**src/ukl_pkg.sv**
```systemverilog
// package: register map, field positions, reset values and timing of the link control block
package ukl_pkg;

  // =====================================================================
  // register offsets
  localparam logic [7:0] UKL_OFF_USB_STATUS_CTRL = 8'h3C;
  localparam logic [7:0] UKL_OFF_SYSTEM_CTRL     = 8'h3D;
  localparam logic [7:0] UKL_OFF_IFACE_SELECT    = 8'h3E;
  localparam logic [7:0] UKL_OFF_PIPE_DIRECTION  = 8'h41;
  localparam logic [7:0] UKL_OFF_DEV_ADDR_WAKE   = 8'h42;
  localparam logic [7:0] UKL_OFF_EP_STALL        = 8'h43;
  localparam logic [7:0] UKL_OFF_EP_ACCESSED     = 8'h44;
  localparam logic [7:0] UKL_OFF_ENGINE_STATUS   = 8'h45;
  localparam logic [7:0] UKL_OFF_EP_ENABLE       = 8'h47;
  localparam logic [7:0] UKL_OFF_CUR_ADDR        = 8'h4B;

  // =====================================================================
  // field positions
  localparam int UKL_USC_SUSPEND   = 0;
  localparam int UKL_USC_REMOTE_WAKE_PULSE_BIT      = 1;
  localparam int UKL_USC_RESUME    = 3;
  localparam int UKL_USC_KD_IN     = 4;
  localparam int UKL_USC_KC_IN     = 5;
  localparam int UKL_USC_KD_OUT    = 6;
  localparam int UKL_USC_KC_OUT    = 7;
  localparam int UKL_SCC_CLK_EN    = 3;
  localparam int UKL_SCC_DEEP_SUSP = 4;
  localparam int UKL_SEL_PS2       = 4;
  localparam int UKL_SEL_USB       = 5;
  localparam int UKL_ENGINE_STATUS_ADR_SET  = 0;
  localparam int UKL_ENGINE_STATUS_FIFO0_ERROR_FLAG   = 1;
  localparam int UKL_ENGINE_STATUS_OUT      = 2;
  localparam int UKL_ENGINE_STATUS_IN       = 3;
  localparam int UKL_ENGINE_STATUS_NAK      = 4;
  localparam int UKL_ENGINE_STATUS_CRC_ERR  = 5;
  localparam int UKL_ENGINE_STATUS_EOT      = 6;
  localparam int UKL_ENGINE_STATUS_NMI      = 7;

  // =====================================================================
  // reset values and widths
  localparam int         UKL_NUM_EP        = 3;
  localparam logic [2:0] UKL_EP_RESET_ONES = 3'h7;
  localparam logic [2:0] UKL_EP_RESET_ZERO = 3'h0;
  localparam logic [7:0] UKL_BYTE_ZERO     = 8'h00;
  localparam logic [7:0] UKL_USC_RESET     = 8'hC0;
  localparam logic [7:0] UKL_SCC_RESET     = 8'h08;

  // =====================================================================
  // timing
  localparam int UKL_CLK_HZ          = 25_000_000;
  localparam int UKL_IDLE_US         = 3000;
  localparam int UKL_IDLE_CYCLES     = (UKL_CLK_HZ / 1_000_000) * UKL_IDLE_US;
  localparam int UKL_TOGGLE_LOW_CYC  = 10;
  localparam int UKL_WAKE_PULSE_US   = 10_000;
  localparam int UKL_WAKE_CYCLES     =
    (UKL_CLK_HZ / 1_000_000) * UKL_WAKE_PULSE_US;
  localparam int UKL_CNT_W           = 20;

  // =====================================================================
  // bundled engine events and block state
  typedef struct packed {
    logic       setup_done;
    logic [6:0] setup_addr;
    logic       in_read_done;
    logic       in_token;
    logic       nak_sent;
    logic       out_received;
    logic       crc_error;
    logic       fifo0_error;
    logic       end_of_trans;
    logic [2:0] ep_access;
  } ukl_sie_ev_t;

  typedef struct packed {
    logic [7:0] usb_status_control_reg;
    logic [7:0] system_control_reg;
    logic [7:0] sel;
    logic [2:0] pipe_dir;
    logic [7:0] addr_wake;
    logic [2:0] stall;
    logic [2:0] accessed;
    logic [7:0] engine_status;
    logic [2:0] ep_en;
    logic [6:0] cur_addr;
    logic [6:0] req_addr;
    logic       req_addr_v;
    logic [UKL_CNT_W-1:0] idle_cnt;
    logic [UKL_CNT_W-1:0] wake_cnt;
    logic [3:0] tog_cnt;
    logic       toggle_clr;
    logic       usb_irq;
    logic       dev_reset;
    logic [7:0] rdata;
  } ukl_state_t;

endpackage : ukl_pkg

```
**src/ukl_link_ctrl.sv**
```systemverilog
// module: suspend, resume, wake-up, interface select and endpoint registers
// Contract
// RL1: idle over 3 ms sets suspend, interrupt
// RL2: clearing clock enable stops usb clock
// RL3: deep suspend with low-voltage reset resets device
// RL4: host resume sets resume bit, interrupt
// RL5: resume end clears suspend, interrupt again
// RL6: remote wake bit sends wake pulse
// RL7: ps2 mode maps minus=data, plus=clock
// RL8: ps2 pin bits 4..7 in status register
// RL9: pin input reads zero unless output one
// RL10: usb mode engine drives both lines
// RL11: both select bits reset to zero
// RL12: address register wake bit0, address 7..1
// RL13: request address loads after setup completes
// RL14: access bits set when host accesses endpoint
// RL15: stall bits per endpoint, reset 111
// RL16: direction bit 1 is IN, default IN
// RL17: low pulse 10 cycles resets toggles
// RL18: enable bit enables endpoints above zero
// RL19: engine status field layout
// RL20: auto address update after next IN read
// RL21: reserved bits read zero, ignore writes; select and system control keep all eight written bits
module ukl_link_ctrl (
  input  wire logic              CLK_SYS_IN,
  input  wire logic              RST_IN,
  input  wire logic [7:0]        ADDR_IN,
  input  wire logic [7:0]        WDATA_IN,
  input  wire logic              WR_IN,
  input  wire logic              RD_IN,
  output logic      [7:0]        RDATA_OUT,
  input  wire logic              LINE_IDLE_IN,
  input  wire logic              HOST_RESUME_IN,
  input  wire logic              LVR_OPTION_IN,
  input  wire ukl_pkg::ukl_sie_ev_t SIE_EV_IN,
  input  wire logic              MINUS_IN,
  input  wire logic              PLUS_IN,
  input  wire logic              SIE_MINUS_IN,
  input  wire logic              SIE_PLUS_IN,
  input  wire logic              SIE_OE_IN,
  output logic                   MINUS_OUT,
  output logic                   MINUS_OE_OUT,
  output logic                   PLUS_OUT,
  output logic                   PLUS_OE_OUT,
  output logic                   USB_CLK_EN_OUT,
  output logic                   DEEP_SUSPEND_OUT,
  output logic                   DEVICE_RESET_OUT,
  output logic                   USB_IRQ_OUT,
  output logic                   WAKE_PULSE_OUT,
  output logic                   TOGGLE_CLEAR_OUT,
  output logic [6:0]             DEVICE_ADDR_OUT,
  output logic [2:0]             PIPE_DIR_OUT,
  output logic [2:0]             EP_STALL_OUT,
  output logic [2:0]             EP_ENABLE_OUT,
  output logic                   USB_MODE_OUT,
  output logic                   PS2_MODE_OUT
);
  import ukl_pkg::*;

  ukl_state_t s_r;
  ukl_state_t s_nxt;
  logic       ps2_mode;
  logic       usb_mode;

  // =====================================================================
  // helpers
  function automatic logic is_wr(input logic [7:0] off);
    is_wr = WR_IN && (ADDR_IN == off);
  endfunction : is_wr

  function automatic logic pin_in(input logic drv, input logic pin);
    pin_in = drv & pin;
  endfunction : pin_in

  assign ps2_mode = s_r.sel[UKL_SEL_PS2] & ~s_r.sel[UKL_SEL_USB]; // [RL7]
  assign usb_mode = ~s_r.sel[UKL_SEL_PS2] & s_r.sel[UKL_SEL_USB]; // [RL10]

  // =====================================================================
  // next state
  always_comb begin
    s_nxt = s_r;
    s_nxt.usb_irq = 1'b0;
    s_nxt.rdata = UKL_BYTE_ZERO;
    s_nxt.usb_status_control_reg[UKL_USC_KD_IN] =
      pin_in(s_r.usb_status_control_reg[UKL_USC_KD_OUT], MINUS_IN) & ps2_mode; // [RL8] [RL9]
    s_nxt.usb_status_control_reg[UKL_USC_KC_IN] =
      pin_in(s_r.usb_status_control_reg[UKL_USC_KC_OUT], PLUS_IN) & ps2_mode; // [RL8] [RL9]

    // idle detection
    if (!LINE_IDLE_IN) begin
      s_nxt.idle_cnt = '0;
    end else if (s_r.idle_cnt < UKL_CNT_W'(UKL_IDLE_CYCLES)) begin
      s_nxt.idle_cnt = s_r.idle_cnt + 1'b1;
    end else if (!s_r.usb_status_control_reg[UKL_USC_SUSPEND]) begin
      s_nxt.usb_status_control_reg[UKL_USC_SUSPEND] = 1'b1; // [RL1]
      s_nxt.usb_irq = 1'b1; // [RL1]
    end

    // resume
    if (HOST_RESUME_IN && !s_r.usb_status_control_reg[UKL_USC_RESUME]) begin
      s_nxt.usb_status_control_reg[UKL_USC_RESUME] = 1'b1; // [RL4]
      s_nxt.usb_irq = 1'b1; // [RL4]
    end else if (!HOST_RESUME_IN && s_r.usb_status_control_reg[UKL_USC_RESUME]) begin
      s_nxt.usb_status_control_reg[UKL_USC_RESUME] = 1'b0;
      s_nxt.usb_status_control_reg[UKL_USC_SUSPEND] = 1'b0; // [RL5]
      s_nxt.idle_cnt = '0;
      s_nxt.usb_irq = 1'b1; // [RL5]
    end

    // remote wake pulse
    if (s_r.wake_cnt != '0) begin
      s_nxt.wake_cnt = s_r.wake_cnt - 1'b1;
    end

    // toggle clear on low pulse of direction bit 0
    if (!s_r.pipe_dir[0]) begin
      if (s_r.tog_cnt < 4'(UKL_TOGGLE_LOW_CYC)) begin
        s_nxt.tog_cnt = s_r.tog_cnt + 1'b1;
      end
    end else begin
      s_nxt.tog_cnt = '0;
    end
    s_nxt.toggle_clr = s_r.pipe_dir[0] &&
      (s_r.tog_cnt >= 4'(UKL_TOGGLE_LOW_CYC)); // [RL17]

    // engine events
    s_nxt.accessed = s_r.accessed | SIE_EV_IN.ep_access; // [RL14]
    s_nxt.engine_status[UKL_ENGINE_STATUS_IN]  = SIE_EV_IN.in_token; // [RL19]
    s_nxt.engine_status[UKL_ENGINE_STATUS_NAK] = SIE_EV_IN.nak_sent; // [RL19]
    s_nxt.engine_status[UKL_ENGINE_STATUS_EOT] = SIE_EV_IN.end_of_trans; // [RL19]
    if (SIE_EV_IN.setup_done) begin
      s_nxt.req_addr = SIE_EV_IN.setup_addr; // [RL13]
      s_nxt.req_addr_v = 1'b1; // [RL13]
      s_nxt.engine_status[UKL_ENGINE_STATUS_OUT] = 1'b0;
    end
    if (s_r.req_addr_v && SIE_EV_IN.in_read_done) begin
      s_nxt.cur_addr = s_r.req_addr; // [RL13]
      s_nxt.req_addr_v = 1'b0;
    end
    if (s_r.engine_status[UKL_ENGINE_STATUS_ADR_SET] && SIE_EV_IN.in_read_done) begin
      s_nxt.cur_addr = s_r.addr_wake[7:1]; // [RL20]
      s_nxt.engine_status[UKL_ENGINE_STATUS_ADR_SET] = 1'b0; // [RL20]
    end

    // register writes
    if (is_wr(UKL_OFF_USB_STATUS_CTRL)) begin
      s_nxt.usb_status_control_reg[UKL_USC_KD_OUT] = WDATA_IN[UKL_USC_KD_OUT]; // [RL8]
      s_nxt.usb_status_control_reg[UKL_USC_KC_OUT] = WDATA_IN[UKL_USC_KC_OUT]; // [RL8]
      if (WDATA_IN[UKL_USC_REMOTE_WAKE_PULSE_BIT]) begin
        s_nxt.wake_cnt = UKL_CNT_W'(UKL_WAKE_CYCLES); // [RL6]
      end
    end else if (is_wr(UKL_OFF_SYSTEM_CTRL)) begin
      s_nxt.system_control_reg = WDATA_IN; // [RL2] [RL3]
    end else if (is_wr(UKL_OFF_IFACE_SELECT)) begin
      s_nxt.sel = WDATA_IN;
    end else if (is_wr(UKL_OFF_PIPE_DIRECTION)) begin
      s_nxt.pipe_dir = WDATA_IN[2:0]; // [RL16] [RL21]
    end else if (is_wr(UKL_OFF_DEV_ADDR_WAKE)) begin
      s_nxt.addr_wake = WDATA_IN; // [RL12]
      if (!s_r.engine_status[UKL_ENGINE_STATUS_ADR_SET]) begin
        s_nxt.cur_addr = WDATA_IN[7:1]; // [RL20]
      end
    end else if (is_wr(UKL_OFF_EP_STALL)) begin
      s_nxt.stall = WDATA_IN[2:0]; // [RL15] [RL21]
    end else if (is_wr(UKL_OFF_ENGINE_STATUS)) begin
      s_nxt.engine_status[UKL_ENGINE_STATUS_NMI]     = WDATA_IN[UKL_ENGINE_STATUS_NMI];
      s_nxt.engine_status[UKL_ENGINE_STATUS_ADR_SET] = WDATA_IN[UKL_ENGINE_STATUS_ADR_SET];
      // flags set by hardware: set wins over a software clear
      s_nxt.engine_status[UKL_ENGINE_STATUS_CRC_ERR] = (s_r.engine_status[UKL_ENGINE_STATUS_CRC_ERR] &
        WDATA_IN[UKL_ENGINE_STATUS_CRC_ERR]) | SIE_EV_IN.crc_error;
      s_nxt.engine_status[UKL_ENGINE_STATUS_OUT] = (s_r.engine_status[UKL_ENGINE_STATUS_OUT] &
        WDATA_IN[UKL_ENGINE_STATUS_OUT] & ~SIE_EV_IN.setup_done) |
        SIE_EV_IN.out_received;
      s_nxt.engine_status[UKL_ENGINE_STATUS_FIFO0_ERROR_FLAG] = (s_r.engine_status[UKL_ENGINE_STATUS_FIFO0_ERROR_FLAG] &
        WDATA_IN[UKL_ENGINE_STATUS_FIFO0_ERROR_FLAG]) | SIE_EV_IN.fifo0_error;
    end else if (is_wr(UKL_OFF_EP_ENABLE)) begin
      s_nxt.ep_en = WDATA_IN[2:0]; // [RL18] [RL21]
    end
    if (!is_wr(UKL_OFF_ENGINE_STATUS)) begin
      s_nxt.engine_status[UKL_ENGINE_STATUS_CRC_ERR] =
        s_r.engine_status[UKL_ENGINE_STATUS_CRC_ERR] | SIE_EV_IN.crc_error;
      s_nxt.engine_status[UKL_ENGINE_STATUS_FIFO0_ERROR_FLAG] =
        s_r.engine_status[UKL_ENGINE_STATUS_FIFO0_ERROR_FLAG] | SIE_EV_IN.fifo0_error;
      s_nxt.engine_status[UKL_ENGINE_STATUS_OUT] = (s_r.engine_status[UKL_ENGINE_STATUS_OUT] &
        ~SIE_EV_IN.setup_done) | SIE_EV_IN.out_received;
    end

    s_nxt.dev_reset = s_r.system_control_reg[UKL_SCC_DEEP_SUSP] & LVR_OPTION_IN; // [RL3]

    // register reads
    if (RD_IN) begin
      if (ADDR_IN == UKL_OFF_USB_STATUS_CTRL) begin
        s_nxt.rdata = s_r.usb_status_control_reg; // [RL8]
      end else if (ADDR_IN == UKL_OFF_SYSTEM_CTRL) begin
        s_nxt.rdata = s_r.system_control_reg;
      end else if (ADDR_IN == UKL_OFF_IFACE_SELECT) begin
        s_nxt.rdata = s_r.sel;
      end else if (ADDR_IN == UKL_OFF_PIPE_DIRECTION) begin
        s_nxt.rdata = {5'h00, s_r.pipe_dir}; // [RL21]
      end else if (ADDR_IN == UKL_OFF_EP_STALL) begin
        s_nxt.rdata = {5'h00, s_r.stall}; // [RL21]
      end else if (ADDR_IN == UKL_OFF_EP_ACCESSED) begin
        s_nxt.rdata = {5'h00, s_r.accessed}; // [RL14] [RL21]
      end else if (ADDR_IN == UKL_OFF_ENGINE_STATUS) begin
        s_nxt.rdata = s_r.engine_status; // [RL19]
      end else if (ADDR_IN == UKL_OFF_EP_ENABLE) begin
        s_nxt.rdata = {5'h00, s_r.ep_en}; // [RL21]
      end else if (ADDR_IN == UKL_OFF_CUR_ADDR) begin
        s_nxt.rdata = {1'b0, s_r.cur_addr};
      end else begin
        s_nxt.rdata = UKL_BYTE_ZERO;
      end
    end
  end

  // =====================================================================
  // state register
  always_ff @(posedge CLK_SYS_IN or posedge RST_IN) begin
    if (RST_IN) begin
      s_r            <= '0;
      s_r.usb_status_control_reg        <= UKL_USC_RESET;
      s_r.system_control_reg        <= UKL_SCC_RESET;
      s_r.sel        <= UKL_BYTE_ZERO; // [RL11]
      s_r.pipe_dir   <= UKL_EP_RESET_ONES; // [RL16]
      s_r.addr_wake  <= UKL_BYTE_ZERO; // [RL12]
      s_r.stall      <= UKL_EP_RESET_ONES; // [RL15]
      s_r.accessed   <= UKL_EP_RESET_ZERO; // [RL14]
      s_r.ep_en      <= UKL_EP_RESET_ONES;
      s_r.engine_status       <= UKL_BYTE_ZERO;
    end else begin
      s_r <= s_nxt;
    end
  end

  // =====================================================================
  // outputs
  assign RDATA_OUT        = s_r.rdata;
  assign USB_CLK_EN_OUT   = s_r.system_control_reg[UKL_SCC_CLK_EN]; // [RL2]
  assign DEEP_SUSPEND_OUT = s_r.system_control_reg[UKL_SCC_DEEP_SUSP];
  assign DEVICE_RESET_OUT = s_r.dev_reset; // [RL3]
  assign USB_IRQ_OUT      = s_r.usb_irq;
  assign WAKE_PULSE_OUT   = (s_r.wake_cnt != '0); // [RL6]
  assign TOGGLE_CLEAR_OUT = s_r.toggle_clr; // [RL17]
  assign DEVICE_ADDR_OUT  = s_r.cur_addr;
  assign PIPE_DIR_OUT     = s_r.pipe_dir;
  assign EP_STALL_OUT     = s_r.stall;
  assign EP_ENABLE_OUT    = {s_r.ep_en[2:1], 1'b1}; // [RL18]
  assign USB_MODE_OUT     = usb_mode;
  assign PS2_MODE_OUT     = ps2_mode;

  // pins: ps2 is open drain, drive low only when the out bit is zero
  always_comb begin
    MINUS_OUT    = 1'b0;
    PLUS_OUT     = 1'b0;
    MINUS_OE_OUT = 1'b0;
    PLUS_OE_OUT  = 1'b0;
    if (ps2_mode) begin
      MINUS_OE_OUT = ~s_r.usb_status_control_reg[UKL_USC_KD_OUT]; // [RL7] [RL8]
      PLUS_OE_OUT  = ~s_r.usb_status_control_reg[UKL_USC_KC_OUT]; // [RL7] [RL8]
    end else if (usb_mode) begin
      MINUS_OUT    = SIE_MINUS_IN; // [RL10]
      PLUS_OUT     = SIE_PLUS_IN; // [RL10]
      MINUS_OE_OUT = SIE_OE_IN; // [RL10]
      PLUS_OE_OUT  = SIE_OE_IN; // [RL10]
    end
  end

endmodule : ukl_link_ctrl

```
**config.mk**
```make
export PLATFORM = sky130hd
export DESIGN_NAME = ukl_link_ctrl
export DESIGN_NICKNAME = d
export VERILOG_FILES = /design/src/ukl_pkg.sv /design/src/ukl_link_ctrl.sv
export SDC_FILE = /design/constraint.sdc
export NUM_CORES = 1
export LEC_CHECK = 0
export ABC_AREA = 1
export BUFFER_PORTS_ARGS = -buffer_cell sky130_fd_sc_hd__buf_2
export CAP_MARGIN = 10
export CORE_UTILIZATION = 55
export CTS_CLUSTER_DIAMETER = 150
export CTS_CLUSTER_SIZE = 10
export DETAILED_ROUTE_END_ITERATION = 12
export GPL_ROUTABILITY_DRIVEN = 0
export GPL_TIMING_DRIVEN = 0
export PLACE_DENSITY = 0.82
export SYNTH_ARGS = -nofsm -noshare
export SYNTH_HDL_FRONTEND = slang
export SYNTH_SLANG_ARGS = --single-unit
```
**constraint.sdc**
```tcl
create_clock -name CLK_SYS_IN -period 8 [get_ports CLK_SYS_IN]
set_clock_uncertainty 0.2 [all_clocks]
set_input_delay 2 -clock CLK_SYS_IN [delete_from_list [all_inputs] [get_ports CLK_SYS_IN]]
set_output_delay 2 -clock CLK_SYS_IN [all_outputs]
set_load 0.02 [all_outputs]
```
## After elaboration in Yosys (flattened, before gate mapping)

Index checks and enable logic that the tools add are counted.

- Register bits after elaboration: 120
- Logic and storage cells: 165
- Input port bits: 46

- Bitwise operators: 31
- $lt $le $gt $ge: 3
- Eq/ne operators: 16
- Reduce and logical (&&, ||, !) cells: 27
- Add/subtract/negate cells: 3
- Multiplexer cells: 62

Operator list:

| cell | count |
|---|---|
| 20-bit 2-to-1 mux | 7 |
| 8-bit 2-to-1 mux | 8 |
| 8-bit by 7-bit equality test with 1-bit output, second input constant | 7 |
| 13-bit 2-to-1 mux | 4 |
| 7-bit 2-to-1 mux | 6 |
| 1-bit 2-to-1 mux | 29 |
| 8-bit by 6-bit equality test with 1-bit output, second input constant | 3 |
| 20-bit by 1-bit adder with 20-bit output, second input constant | 1 |
| 20-bit by 17-bit < comparator with 1-bit output, second input constant | 1 |
| 20-bit nonzero test | 1 |
| 20-bit by 1-bit subtractor with 20-bit output, second input constant | 1 |
| 1-bit logical AND | 13 |
| 1-bit bitwise AND | 12 |
| 6-bit 2-to-1 mux | 2 |
| 2-bit != test, second input constant | 6 |
| 1-bit NOT | 12 |
| 6-bit AND reduction | 2 |
| 3-bit 2-to-1 mux | 3 |
| 4-bit 2-to-1 mux | 2 |
| 8-bit AND reduction | 1 |
| 7-bit AND reduction | 1 |
| 1-bit OR | 6 |
| 2-bit nonzero test | 3 |
| 5-bit AND reduction | 1 |
| 9 further kinds | 10 |

## Depth between registers and ports, before layout

- Depth in word-level cells: 11
- Mapped depth: 12

## Worst setup path after synthesis

OpenSTA, ideal clock, no wires.

- Path kind: in2out
- Start point: input SIE_MINUS_IN
- End point: output MINUS_OUT
- Stages: 2
- Slack: 3.486 ns
- Arrival: 2.314 ns
- Data required time: 5.800 ns
- Cell sequence: inv_1 -> nor2_1

- Longest elaborated chain between the ends: 2

RTL lines:

| what | RTL line | RTL |
|---|---|---|
| start, declared | ukl_link_ctrl.sv:38 | `input wire logic SIE_MINUS_IN,` |
| 1-bit 2-to-1 mux | ukl_link_ctrl.sv:260 | `end else if (usb_mode) begin` |
| 1-bit 2-to-1 mux | ukl_link_ctrl.sv:257 | `if (ps2_mode) begin` |
| end, declared | ukl_link_ctrl.sv:41 | `output logic MINUS_OUT,` |

No other way between the ends.

## Worst setup path in the final report

- Start point: input SIE_OE_IN
- End point: output MINUS_OE_OUT

- Longest elaborated chain between the ends: 2

RTL lines:

| what | RTL line | RTL |
|---|---|---|
| start, declared | ukl_link_ctrl.sv:40 | `input wire logic SIE_OE_IN,` |
| 1-bit 2-to-1 mux | ukl_link_ctrl.sv:260 |  |
| 1-bit 2-to-1 mux | ukl_link_ctrl.sv:257 |  |
| end, declared | ukl_link_ctrl.sv:42 | `output logic MINUS_OE_OUT,` |

No other way between the ends.

==> metrics.yaml <==
synthesis:
  synth-seq-cells: 119
  ys_warn_count: 0
  synth_mux_area_share_pct: 0
  synthSimpleGateAreaFrac_pct: 25.3
  synth_compound_area_share_pct: 13.2
  syn_nets: 842
  synth_area_leaders: "dfrtp_1 (42%), nand2_1 (11%), dfstp_2 (4.9%)"
  synth_top_family_by_area: "simple AND/OR/NAND/NOR gates"
  synth_top_area_share_pct: 41.7
  avgSynthCellArea_um2: 8.14
  synth_area_leader_cell: "dfrtp_1"
  synthXorXnorAreaFrac_pct: 3.00
  synthAdderAreaFrac_pct: 1.36
  synth_seq_area_share_pct: 46.6
  syn_inst: 789
  synth_cell_type_count: 47
  netlist_area_mm2: 0.00642
final_layout:
  multi_input_comb_area_mm2: 0.00276
  fillCellCount: 986
  nNetsFinal: 941
  finalInstanceArea_mm2: 0.00757
  final_cells: 1044
  seq_area_mm2: 0.00299
  area_growth_pct: 17.8
  final_util_pct: 66.3
  mostFrequentLayoutCells: "nand2_1 (185), dfrtp_1 (107), buf_2 (84)"
  mostFrequentLayoutCell: "nand2_1"
  diodes: 0
  final_layout_size_suffix_gt1_share_pct: 23.9
run_status:
  status: "finished, final reports clean"
floorplan:
  core-area_mm2: 0.0114
  io_pins: 82
  rows: 39
  die_height_um: 110
  die_x_um: 110
  die-area_mm2: 0.0121
  initial_core_util_pct: 56.3
detailed_routing:
  wire_per_inst_um: 14.0
  vias: 5596
  viasPerCell: 5.36
  highest_layer: "met4"
  drc: 0
  met3_length_um: 842
  drt_wl_total_um: 14600
  ant_nets: 0
  drtIter0Drc: 475
  dr_wl_met2_um: 6740
  drt-met1-wl_um: 6550
  detailedRoute.firstPassIterationCount: 5
cts:
  h-tree-depth: 4
  post-cts-setup-buffers: 0
  cts_hold_buf: 0
  cts_buffer_depth: 2
  clkSlewWorstSetupHoldPaths_ns: 0.05
  clock_latency_ns: 0.42
  numCtsBuffers: 17
  cts_tree: "done"
  clockRootBuffer: "clkbuf_16"
  ctsResizeCount: 0
  clock_sinks: 119
sta:
  tightest_slew_ns: 0.504
  hold_viol_final: 0
  fmax_mhz: 218
  postLayoutSetupSlackWorst_ns: 3.41
  setup_tns_ns: 0
  drv_slew: 0
  grt_setup_unrepaired: "false"
  post-route-min-period_ns: 4.59
  finalSetupViolCount: 0
  fin_crit_sh_pct: 57.4
  relSlewSlack_pct: 66.1
worst_setup_path:
  path_max_fanout: 2
  arrival_ns: 2.39
  required_ns: 5.80
  endpoint_kind: "output pin"
  crit_type: "in -> out"
  start_kind: "input pin"
placed_design:
  place.detailed.hpwl_um: 10400
  numPlacedInstances: 1012
  portBuffers: 79
  place_area_mm2: 0.00703
  dpl_worst_slack_ns: 3.41
pwr:
  ir_drop_v: 0.000210
  p_per_area_mw_per_mm2: 223
  p_leak_nw: 3.62
grt:
  grt_usage_pct: 26.9
  grt_max_degree: 91
  grt_pass1_vias: 5247
  antenna_found_initial: 0
  gr-total-overflow: 0
  grt_pass1_wl_um: 24600
job:
  maxCapViolCount: 0
worst_hold_path:
  min_path_type: "reg -> reg"
worst paths after layout:
path	start	to	slack [ns]	cells past startpoint
max	SIE_OE_IN	MINUS_OE_OUT	3.41	4
min	s_r[62]	s_r[62]	0.27	2
max reg2reg	s_r[117]	s_r[36]	5.95	6
min reg2reg	s_r[62]	s_r[62]	0.27	2
max in group asynchronous	RST_IN	PIPE_DIR_OUT[2]	5.51	3
min in group asynchronous	RST_IN	s_r[117]	1.34	2
layer usage:
layer / track usage, % / vias up
li1: - / 2733
met1: 36.3 / 2628
met2: 41.2 / 192
met3: 5.76 / 43
met4: 13.1 / 0
met5: 0 / -
where the power goes:
part	switching, mW	internal, mW	leakage, nW
clock network	0.265	0.432	0.257
registers	0.0526	0.664	1.46
logic	0.170	0.105	1.91
sequential cells by signal, summed over array words and instances, names as in the netlist:
register / flops
s_r: 91
EP_ENABLE_OUT: 2
USB_CLK_EN_OUT: 1
TOGGLE_CLEAR_OUT: 1
USB_IRQ_OUT: 1
DEVICE_RESET_OUT: 1
DEVICE_ADDR_OUT: 7
PIPE_DIR_OUT: 3
DEEP_SUSPEND_OUT: 1
RDATA_OUT: 8
EP_STALL_OUT: 3
cell usage after synthesis (all sizes together):
| cell | instances |
|---|---|
| nand2 | 194 |
| dfrtp | 107 |
| inv | 92 |
| nor2 | 89 |
| o21ai | 81 |
| nand3 | 45 |
| a21oi | 39 |
| buf | 38 |
| xor2 | 21 |
| nor3 | 18 |
| dfstp | 12 |
| o211ai | 12 |
| nand4 | 8 |
| ha | 7 |
| or2 | 4 |
| clkbuf | 3 |
| o2111ai | 3 |
| o21a | 3 |
| a211oi | 2 |
| nor3b | 2 |
| nor4 | 2 |
| a21boi | 1 |
| a31o | 1 |
| a31oi | 1 |
| clkinv | 1 |
| conb | 1 |
| o21bai | 1 |
| xnor2 | 1 |
logic make-up after synthesis:
kind of cell,after synthesis
AND/OR/NAND/NOR,362
AO/OA/AOI/OAI,144
buffers and inverters,134
flip-flops,119
XOR/XNOR,22
adder cells (fa/ha/maj),7
other,1
worst max-delay path, stage by stage:
cell and delay, ns:
buf_2 0.10, nand2_1 0.06, o21ai_0 0.07, buf_2 0.16
area by class of cell:
class                   count  area share, %
inverters                  93           4.78
repair buffers             80           5.59
flip-flops and latches    119           39.5
plain buffers              41           4.20
well taps                 143           2.36
clock buffers              23           6.05
multi-input cells         536           36.4
clock inverters             9           1.07
per-stage QoR:
stage,power [mW],hold slack (ns)
after global placement,0.986,0.255
after CTS,1.70,0.277
after global routing,1.77,0.280
final,1.69,0.268
after detailed placement,1.00,0.257
after floorplan,0.916,0.237
Note: power is estimated with default switching activity, not from simulation.
